**src/asr_pkg.sv**
```systemverilog
// Constants shared by the serial readout port of the 16-bit converter.
package asr_pkg;

   // =====================================================================
   // Widths and modes
   localparam int CODE_W = 16;
   localparam logic MODE_CS = 1'b1;
   localparam logic MODE_CHAIN = 1'b0;
   localparam logic [3:0] LAST_BIT = 4'hf;
   localparam logic [3:0] FIRST_STEP = 4'hf;

   // =====================================================================
   // Timing
   localparam int CLK_PERIOD_NS = 10;
   localparam int TCONV_MAX_NS = 480;
   localparam int CONV_CYCLES = TCONV_MAX_NS / CLK_PERIOD_NS;
   localparam int STEP_CYCLES = CONV_CYCLES / CODE_W;
   localparam logic [7:0] STEP_LAST = 8'(STEP_CYCLES - 1);

   // =====================================================================
   // Reset values
   localparam logic [15:0] RESULT_RST = 16'h0000;
   localparam logic [7:0] DIV_RST = 8'h00;
   localparam logic [3:0] COUNT_RST = 4'h0;

   // Conversion sequencer states.
   typedef enum logic [0:0] {ST_ACQUIRE, ST_CONVERT} asr_state_t;

endpackage

```
**src/asr_pin_sync.sv**
```systemverilog
// Two-stage synchroniser with edge detection for one pin.
module asr_pin_sync (
   // Clock and reset
   input wire logic core_clk,
   input wire logic srst,
   // Pin side
   input wire logic pin_in,
   // Synchronised side
   output logic level,
   output logic level_prev,
   output logic rise,
   output logic fall
);

   logic meta_reg;
   logic sync_reg;
   logic prev_reg;

   // =====================================================================
   // Synchroniser chain; the first stage feeds only the second.
   always_ff @(posedge core_clk) begin
      if (srst) begin
         meta_reg <= 1'b0;
         sync_reg <= 1'b0;
         prev_reg <= 1'b0;
      end else begin
         meta_reg <= pin_in;
         sync_reg <= meta_reg;
         prev_reg <= sync_reg;
      end
   end

   // Level and edges seen after the second stage.
   assign level = sync_reg;
   assign level_prev = prev_reg;
   assign rise = sync_reg & ~prev_reg;
   assign fall = ~sync_reg & prev_reg;

endmodule

```
**src/asr_readout_port.sv**
```systemverilog
// Conversion sequencer and serial result readout port of the converter.
module asr_readout_port (
   // Clock and reset
   input wire logic core_clk,
   input wire logic srst,
   // Host pins
   input wire logic convert_strobe,
   input wire logic serial_clock,
   input wire logic select_cascade_input,
   // Serial result pin
   output logic serial_result_output,
   output logic serial_result_oe,
   // Sampled analog value as a straight binary code
   input wire logic [15:0] analog_code,
   // Status
   output logic converting,
   output logic powered_down
);

   // Bounds used by the assertions.
   localparam int A_CONV_MAX = 60;

   logic cnv_lvl;
   logic cnv_rise;
   logic sck_fall;
   logic sel_lvl;
   logic sel_prev;
   logic sel_rise;
   asr_pkg::asr_state_t state_reg;
   logic [7:0] div_reg;
   logic [3:0] step_reg;
   logic [15:0] sar_reg;
   logic [15:0] sample_reg;
   logic [15:0] shift_reg;
   logic [3:0] bit_cnt_reg;
   logic cs_mode_reg;
   logic unread_reg;
   logic read_active_reg;
   logic chain_active_reg;
   logic out_reg;
   logic oe_reg;
   logic busy_reg;
   logic pd_reg;
   logic step_en;
   logic done;
   logic read_start;
   logic read_stop;
   logic shifting;

   // =====================================================================
   // Pin synchronisers
   asr_pin_sync u_cnv_sync (
      .core_clk(core_clk),
      .srst(srst),
      .pin_in(convert_strobe),
      .level(cnv_lvl),
      .level_prev(),
      .rise(cnv_rise),
      .fall()
   );

   asr_pin_sync u_sck_sync (
      .core_clk(core_clk),
      .srst(srst),
      .pin_in(serial_clock),
      .level(),
      .level_prev(),
      .rise(),
      .fall(sck_fall)
   );

   asr_pin_sync u_sel_sync (
      .core_clk(core_clk),
      .srst(srst),
      .pin_in(select_cascade_input),
      .level(sel_lvl),
      .level_prev(sel_prev),
      .rise(sel_rise),
      .fall()
   );

   // The strobe's falling edge is not needed: its low level is read instead.

   // =====================================================================
   // One successive-approximation step: keep the trial bit if it fits.
   function automatic logic [15:0] sar_step(input logic [15:0] sar, input logic [15:0] target,
                                            input logic [3:0] bit_idx);
      logic [15:0] trial;
      trial = sar | (16'h0001 << bit_idx);
      sar_step = (trial <= target) ? trial : sar;
   endfunction

   // =====================================================================
   // Internal step clock, an enable pulse independent of the serial clock.
   assign step_en = (state_reg == asr_pkg::ST_CONVERT) && (div_reg == asr_pkg::STEP_LAST);
   assign done = step_en && (step_reg == 4'h0);

   always_ff @(posedge core_clk) begin
      if (srst) begin
         div_reg <= asr_pkg::DIV_RST;
      end else if (state_reg != asr_pkg::ST_CONVERT || step_en) begin
         div_reg <= asr_pkg::DIV_RST;
      end else begin
         div_reg <= div_reg + 8'h01;
      end
   end

   // Conversion sequencer; a strobe edge during a conversion is ignored.
   always_ff @(posedge core_clk) begin
      if (srst) begin
         state_reg <= asr_pkg::ST_ACQUIRE;
      end else begin
         case (state_reg)
            asr_pkg::ST_ACQUIRE: begin
               if (cnv_rise) begin
                  state_reg <= asr_pkg::ST_CONVERT;
               end
            end
            asr_pkg::ST_CONVERT: begin
               if (done) begin
                  state_reg <= asr_pkg::ST_ACQUIRE;
               end
            end
            default: begin
               state_reg <= asr_pkg::ST_ACQUIRE;
            end
         endcase
      end
   end

   // Mode taken from the select level one cycle before the strobe edge.
   always_ff @(posedge core_clk) begin
      if (srst) begin
         cs_mode_reg <= asr_pkg::MODE_CHAIN;
      end else if (cnv_rise && state_reg == asr_pkg::ST_ACQUIRE) begin
         cs_mode_reg <= sel_prev ? asr_pkg::MODE_CS : asr_pkg::MODE_CHAIN;
      end
   end

   // Sample capture and bitwise approximation, most significant first.
   always_ff @(posedge core_clk) begin
      if (srst) begin
         sample_reg <= asr_pkg::RESULT_RST;
         sar_reg <= asr_pkg::RESULT_RST;
         step_reg <= asr_pkg::FIRST_STEP;
      end else if (cnv_rise && state_reg == asr_pkg::ST_ACQUIRE) begin
         sample_reg <= analog_code;
         sar_reg <= asr_pkg::RESULT_RST;
         step_reg <= asr_pkg::FIRST_STEP;
      end else if (step_en) begin
         sar_reg <= sar_step(sar_reg, sample_reg, step_reg);
         step_reg <= step_reg - 4'h1;
      end
   end

   // Status flags: busy while converting, powered down otherwise.
   always_ff @(posedge core_clk) begin
      if (srst) begin
         busy_reg <= 1'b0;
         pd_reg <= 1'b1;
      end else if (cnv_rise && state_reg == asr_pkg::ST_ACQUIRE) begin
         busy_reg <= 1'b1;
         pd_reg <= 1'b0;
      end else if (done) begin
         busy_reg <= 1'b0;
         pd_reg <= 1'b1;
      end
   end

   // =====================================================================
   // Readout control. Select-readout starts once the result is ready and
   // either the strobe (3-wire) or the select (4-wire) is low.
   assign read_start = unread_reg && cs_mode_reg && !read_active_reg && !cnv_rise
                       && (!cnv_lvl || !sel_lvl);
   assign read_stop = read_active_reg
                      && (cnv_rise || sel_rise || (sck_fall && bit_cnt_reg == asr_pkg::LAST_BIT));
   assign shifting = sck_fall && (read_active_reg || chain_active_reg) && !cnv_rise;

   // Result waiting flag; a finishing conversion wins over a read start.
   always_ff @(posedge core_clk) begin
      if (srst) begin
         unread_reg <= 1'b0;
      end else if (done) begin
         unread_reg <= 1'b1;
      end else if (read_start || cnv_rise) begin
         unread_reg <= 1'b0;
      end
   end

   // Select-readout activity and falling-edge bit count.
   always_ff @(posedge core_clk) begin
      if (srst) begin
         read_active_reg <= 1'b0;
         bit_cnt_reg <= asr_pkg::COUNT_RST;
      end else if (read_stop) begin
         read_active_reg <= 1'b0;
      end else if (read_start) begin
         read_active_reg <= 1'b1;
         bit_cnt_reg <= asr_pkg::COUNT_RST;
      end else if (shifting && read_active_reg) begin
         bit_cnt_reg <= bit_cnt_reg + 4'h1;
      end
   end

   // Chain readout lasts from conversion end until the strobe drops.
   always_ff @(posedge core_clk) begin
      if (srst) begin
         chain_active_reg <= 1'b0;
      end else if (done && cs_mode_reg == asr_pkg::MODE_CHAIN) begin
         chain_active_reg <= 1'b1;
      end else if (cnv_rise || !cnv_lvl) begin
         chain_active_reg <= 1'b0;
      end
   end

   // Output shift register; chain mode pulls the select pin into the bottom.
   always_ff @(posedge core_clk) begin
      if (srst) begin
         shift_reg <= asr_pkg::RESULT_RST;
      end else if (done) begin
         shift_reg <= sar_step(sar_reg, sample_reg, step_reg);
      end else if (shifting) begin
         shift_reg <= {shift_reg[14:0], chain_active_reg ? sel_lvl : 1'b0};
      end
   end

   // Serial pin drive; the top bit is set at read start or chain conversion end, the next bits at falling clock edges.
   always_ff @(posedge core_clk) begin
      if (srst) begin
         out_reg <= 1'b0;
         oe_reg <= 1'b0;
      end else if (cnv_rise) begin
         oe_reg <= 1'b0;
      end else if (done && cs_mode_reg == asr_pkg::MODE_CHAIN) begin
         out_reg <= sar_step(sar_reg, sample_reg, step_reg) >> 15 != 16'h0000;
         oe_reg <= 1'b1;
      end else if (read_start) begin
         out_reg <= shift_reg[15];
         oe_reg <= 1'b1;
      end else if (read_stop) begin
         oe_reg <= 1'b0;
      end else if (shifting) begin
         out_reg <= shift_reg[14];
      end else if (!busy_reg && !read_active_reg && !chain_active_reg && !unread_reg && !cnv_lvl && !sel_lvl) begin
         out_reg <= 1'b0;
         oe_reg <= 1'b1;
      end else if (!busy_reg && !read_active_reg && !chain_active_reg && (cnv_lvl || sel_lvl)
                   && !read_start) begin
         oe_reg <= 1'b0;
      end
   end

   assign serial_result_output = out_reg;
   assign serial_result_oe = oe_reg;
   assign converting = busy_reg;
   assign powered_down = pd_reg;

   // =====================================================================
   // Assertions
   property p_mode_chain;
      @(posedge core_clk) disable iff (srst)
      (cnv_rise && state_reg == asr_pkg::ST_ACQUIRE && !sel_prev) |=> (cs_mode_reg == asr_pkg::MODE_CHAIN);
   endproperty
   a_mode_chain: assert property (p_mode_chain) else $error("Tied select did not give chain mode.");

   property p_mode_cs;
      @(posedge core_clk) disable iff (srst)
      (cnv_rise && state_reg == asr_pkg::ST_ACQUIRE && sel_prev) |=> cs_mode_reg && busy_reg;
   endproperty
   a_mode_cs: assert property (p_mode_cs) else $error("High select did not give select-readout mode.");

   property p_float_on_start;
      @(posedge core_clk) disable iff (srst)
      cnv_rise |=> !oe_reg;
   endproperty
   a_float_on_start: assert property (p_float_on_start) else $error("Output driven after strobe rise.");

   property p_conv_ends;
      @(posedge core_clk) disable iff (srst)
      $rose(busy_reg) |-> ##[1:A_CONV_MAX] (!busy_reg && pd_reg);
   endproperty
   a_conv_ends: assert property (p_conv_ends) else $error("Conversion did not end and power down.");

   property p_msb_first;
      @(posedge core_clk) disable iff (srst)
      read_start |=> (oe_reg && out_reg == $past(shift_reg[15]));
   endproperty
   a_msb_first: assert property (p_msb_first) else $error("First bit is not the top result bit.");

   property p_next_bit;
      @(posedge core_clk) disable iff (srst)
      (shifting && read_active_reg && !read_stop) |=> (out_reg == $past(shift_reg[14]));
   endproperty
   a_next_bit: assert property (p_next_bit) else $error("Wrong bit after a falling clock edge.");

   property p_float_16th;
      @(posedge core_clk) disable iff (srst)
      (read_active_reg && sck_fall && bit_cnt_reg == asr_pkg::LAST_BIT) |=> !oe_reg ##1 !read_active_reg;
   endproperty
   a_float_16th: assert property (p_float_16th) else $error("Output still driven after 16th edge.");

   property p_result_code;
      @(posedge core_clk) disable iff (srst)
      done |=> (shift_reg == $past(sample_reg));
   endproperty
   a_result_code: assert property (p_result_code) else $error("Result differs from sampled code.");

   property p_sck_no_part;
      @(posedge core_clk) disable iff (srst)
      (busy_reg && !done) |=> $stable(shift_reg);
   endproperty
   a_sck_no_part: assert property (p_sck_no_part) else $error("Shift register moved during conversion.");

   property p_chain_in;
      @(posedge core_clk) disable iff (srst)
      (shifting && chain_active_reg) |=> (shift_reg[0] == $past(sel_lvl));
   endproperty
   a_chain_in: assert property (p_chain_in) else $error("Chain input not shifted in.");

   property p_hold_result;
      @(posedge core_clk) disable iff (srst)
      (!busy_reg && !sck_fall && !done) |=> $stable(shift_reg);
   endproperty
   a_hold_result: assert property (p_hold_result) else $error("Result changed without a clock edge.");

   property p_bit_steady;
      @(posedge core_clk) disable iff (srst)
      (read_active_reg && !sck_fall && !read_stop && !read_start) |=> $stable(out_reg);
   endproperty
   a_bit_steady: assert property (p_bit_steady) else $error("Output bit changed between falling edges.");

endmodule

```
**config.mk**
```make
export PLATFORM = sky130hd
export DESIGN_NAME = asr_readout_port
export DESIGN_NICKNAME = d
export VERILOG_FILES = /design/src/asr_pkg.sv /design/src/asr_pin_sync.sv /design/src/asr_readout_port.sv
export SDC_FILE = /design/constraint.sdc
export NUM_CORES = 1
export LEC_CHECK = 0
export BUFFER_PORTS_ARGS = -buffer_cell sky130_fd_sc_hd__buf_2
export CAP_MARGIN = 20
export CORE_MARGIN = 1
export CORE_UTILIZATION = 30
export DETAILED_ROUTE_END_ITERATION = 6
export GPL_TIMING_DRIVEN = 0
export PLACE_DENSITY = 0.49
export SLEW_MARGIN = 40
export SYNTH_ARGS = -nofsm -noshare
export SYNTH_HDL_FRONTEND = slang
export SYNTH_HIERARCHICAL = 1
export SYNTH_SLANG_ARGS = --single-unit
```
**constraint.sdc**
```tcl
create_clock -name core_clk -period 3.1 [get_ports core_clk]
set_input_delay 0.62 -clock core_clk [delete_from_list [all_inputs] [get_ports core_clk]]
set_output_delay 0.62 -clock core_clk [all_outputs]
set_load 0.03 [all_outputs]
```
* Word level (Yosys, flattened, before mapping)
Index checks and enable logic that the tools add are counted.
Storage, ports and cells: logic and storage cells 124, bits in registers 82
Cells by class: $add $sub $neg 3, magnitude comparators 1, reductions and logical operators 51, multiplexer cells 29, bitwise gates (word level) 11, shift operators 1, equal/unequal tests 4
Operators by type and width (number):
- two-way mux 16 bit | 3
- two-way mux 1 bit | 23
- logical AND 1 bit | 20
- less-or-equal comparator 16 bit | 1
- bitwise OR 16 bit | 1
- << shifter 1 x 4 -> 16 bit (first input constant) | 1
- nonzero test 2 bit | 5
- adder 8 x 1 -> 8 bit (second input constant) | 1
- equality test 8 x 2 -> 1 bit (second input constant) | 1
- zero test 1 bit | 8
- logical OR 1 bit | 8
- two-way mux 4 bit | 2
- OR reduction 2 bit | 4
- NOT 1 bit | 7
- nonzero test 5 bit | 1
- adder 4 x 1 -> 4 bit (second input constant) | 1
- equality test 4 bit (second input constant) | 1
- zero test 4 bit | 1
- != test 4 x 3 -> 1 bit (second input constant) | 1
- AND reduction 2 bit | 2
- nonzero test 4 bit | 1
- subtractor 4 x 1 -> 4 bit (second input constant) | 1
- bitwise AND 1 bit | 3
- != test 3 x 2 -> 1 bit (second input constant) | 1
- other kinds (2) | 2

* Depth between registers and ports, before layout
depth after elaboration 13, gate-level depth with buffers 13, mapped depth without buffers 10

* Modules after synthesis
The synthesis kept the hierarchy.
By module, submodules not included:
- asr_readout_port | sequential area each 1461.4 µm², instances 1, cells each 373, area an instance 3656.0 µm²
- asr_pin_sync | sequential area each 60.1 µm², instances 3, cells each 8, area an instance 91.3 µm²

* Worst setup path before layout
OpenSTA, ideal clock, no wires.
path kind reg-to-reg, from register step_reg[0], to register sar_reg[1], clock period less this slack 2.946 ns, stages on the path, launching flop included 14, path slack 0.154 ns, data required time 3.040 ns, arrival time 2.887 ns, path buffers 3, cells stage by stage dfxtp_1 > inv_1 > ha_1 > clkbuf_2 > a31o_2 > ha_1 > nand4_2 > nor2_1 > or3_1 > or4_1 > buf_6 > a21oi_4 > buf_6 > a32o_2
On the way: cells in the longest elaborated chain, start to end 4
Ends and longest elaborated chain:
- start: declaration | RTL line asr_readout_port.sv:31 | logic [3:0] step_reg;
- start signal: assignment | RTL line asr_readout_port.sv:145 | step_reg <= asr_pkg::FIRST_STEP;
- start signal: assignment | RTL line asr_readout_port.sv:149 | step_reg <= asr_pkg::FIRST_STEP;
- start signal: assignment | RTL line asr_readout_port.sv:152 | step_reg <= step_reg - 4'h1;
- << shifter 1 x 4 -> 16 bit * | RTL line asr_readout_port.sv:89 | trial = sar | (16'h0001 << bit_idx);
- bitwise OR 16 bit * | RTL line asr_readout_port.sv:89
- less-or-equal comparator 16 bit | RTL line asr_readout_port.sv:90 | sar_step = (trial <= target) ? trial : sar;
- two-way mux 16 bit *
- end signal: assignment | RTL line asr_readout_port.sv:144 | sar_reg <= asr_pkg::RESULT_RST;
- end signal: assignment | RTL line asr_readout_port.sv:148 | sar_reg <= asr_pkg::RESULT_RST;
- end signal: assignment | RTL line asr_readout_port.sv:151 | sar_reg <= sar_step(sar_reg, sample_reg, step_reg);
- end: declaration | RTL line asr_readout_port.sv:32 | logic [15:0] sar_reg;
Every way passes the cells marked *; elsewhere a longest branch is shown, timed or not. A chain may end at the register's enable or synchronous reset.

* Worst setup path after layout
from register step_reg[0], to register sar_reg[10]
Same word-level chain as after synthesis.

==> impl_metrics.env <==
export IMPL_hold_path_class="flop to flop"
export IMPL_setup_viol=0
export IMPL_critPathArrivalTime_ps=3140
export IMPL_gp_congestion=0.765
export IMPL_path_clk_slew_ps=60
export IMPL_cp_data_required_time_ps=3320
export IMPL_p_total_uw=2240
export IMPL_ios=25
export IMPL_fmax_ghz=0.343
export IMPL_max_slew_margin=0.491
export IMPL_ant_nets=0
export IMPL_drv_slew=0
export IMPL_worst_setup_path_end_kind="flop"
export IMPL_crit_family="compound AO/OA/AOI/OAI gates"
export IMPL_cts_hold_buf=0
export IMPL_cts_buffer_depth=2
export IMPL_finalCritPeriodShare=0.940
export IMPL_grt_pass1_vias=2734
export IMPL_drt_initial_drc_count=117
export IMPL_num_rows=41
export IMPL_fill_cells=1315
export IMPL_cts_made_buffers=9
export IMPL_grt_remaining_overflow=0
export IMPL_leakage_uw=0.00192
export IMPL_via_per_inst=4.74
export IMPL_die_h_um=116
export IMPL_hold_viol_final=0
export IMPL_dp_hpwl_mm=6.22
export IMPL_drive_gt1_frac=0.207
export IMPL_placed_area_sq_um=4250
export IMPL_synthCells=394
export IMPL_final_nets=475
export IMPL_die_w_um=116
export IMPL_grt_usage=0.138
export IMPL_slowest_delay_ps=360
export IMPL_fin_util=0.365
export IMPL_cts_max_level=3
export IMPL_coreArea_sq_um=12700
export IMPL_synthesis_area_sq_um=3910
export IMPL_critPathMaxFanout=8
export IMPL_multi_input_area_sq_um=2060
export IMPL_cp_cell_sequence="inv_2 > ha_1 > buf_8 > a31o_2 > ha_4 > nand4_4 > nor4_4 > a21boi_0 > or4_4 > a21oi_4 > buf_6 > a32o_2"
export IMPL_skew_ps=6.32
export IMPL_dr_pass1_iters=4
export IMPL_status="complete, no violations"
export IMPL_wl_per_cell_um=14.1
export IMPL_cp_start_kind="flop"
export IMPL_path_buf_inv=3
export IMPL_routed_wl_mm=8.56
export IMPL_maxCapViolCount=0
export IMPL_cts_tree="done"
export IMPL_register_area_sq_um=1650
export IMPL_holdWs_ps=435
export IMPL_path_class="flop to flop"
export IMPL_vias=2874
export IMPL_power_density_nw_per_um2=484
export IMPL_start_util=0.309
export IMPL_clock_root_buffer="clkbuf_16"
export IMPL_worst_pin_slew_ps=759
export IMPL_yosysWarnings=6
export IMPL_diodes=0
export IMPL_die_area_sq_um=13500
export IMPL_slowest_stage="dfxtp_4"
export IMPL_avgSynthCellArea_sq_um=9.93
export IMPL_antenna_found_initial=0
export IMPL_clkLatencyLatePin_ps=340
export IMPL_cts_sinks=82
export IMPL_drc=0
export IMPL_port_buffers=24
export IMPL_area_growth_pct=18.4
export IMPL_ir_drop_v=0.000196
export IMPL_postLayoutCellArea_sq_um=4630
export IMPL_rsz0062_at_grt="false"
export IMPL_grt_max_degree=14
export IMPL_setup_tns_ps=0
export IMPL_post_route_min_period_ps=2920
export IMPL_syn_num_nets=439
export IMPL_grt_pass1_wl_mm=14.2
per-layer routing:
metal | up-vias | track usage | routed length, um
li1 | 1502 | - | -
met5 | - | 0 | 0
met4 | 0 | 0.0479 | 107
met1 | 1333 | 0.195 | 4400
met3 | 8 | 0.0296 | 276
met2 | 31 | 0.207 | 3770
path summary, 6_finish.rpt:
path / start / to / cells after the start / slack [ps]
worst max-delay path: step_reg[0] / sar_reg[10] / 12 / 180
worst min-delay path: u_sck_sync/meta_reg / u_sck_sync/level / 1 / 440
worst max register to register: step_reg[0] / sar_reg[10] / 12 / 180
worst min register to register: u_sck_sync/meta_reg / u_sck_sync/level / 1 / 440
layout make-up:
cell class / count / area share
clock inverters: 5 / 0.0119
flip-flops and latches: 82 / 0.356
plain buffers: 23 / 0.0408
inverters: 20 / 0.0162
multi-input cells: 267 / 0.445
clock buffers: 10 / 0.0516
repair buffers: 27 / 0.0316
well taps: 172 / 0.0465
timing repair:
item	CTS	global route
resized for setup	7	9
gates cloned	1	0
pin swaps	2	5
hold endpoints to repair	0	0
endpoints found under the setup margin	15	15
buffers inserted	0	2
placed cells by master, fill, tap and decap left out, drive strengths merged, types with 2 or more instances in the layout:
cell and count:
a21o 13, nand2 13, nor3 14, buf 36
nor2b 17, o21a 2, o31ai 2, nand4 4
ha 24, clkbuf 24, and3 4, a21oi 14
a32o 11, o21ai 2, nand3 10, xor2 8
a211oi 13, inv 20, nor2 36, dfxtp 82
a22o 22, and2 4, mux2 2, a311oi 3
clkinvlp 2, a31o 5, nor4 5, xnor2 3
mux2i 15, nor4bb 2, or3 2, nand2b 4
nor3b 4, clkinv 2
where the power goes:
group | switching [uW] | total, uW | internal (uW)
clock network | 416 | 1050 | 638
registers | 10.0 | 1080 | 1070
logic | 63.8 | 109 | 45.1
total | 489 | 2240 | 1750
through the flow:
| stage | setup slack (ps) | std cells |
|---|---|---|
| final | 185 | 606 |
| after global routing | 30.2 | 606 |
| after CTS | 12.0 | 605 |
| after detailed placement | -133 | 590 |
| after global placement | -101 | 590 |
| after floorplan | 154 | 394 |
(Power assumes the default switching activity.)
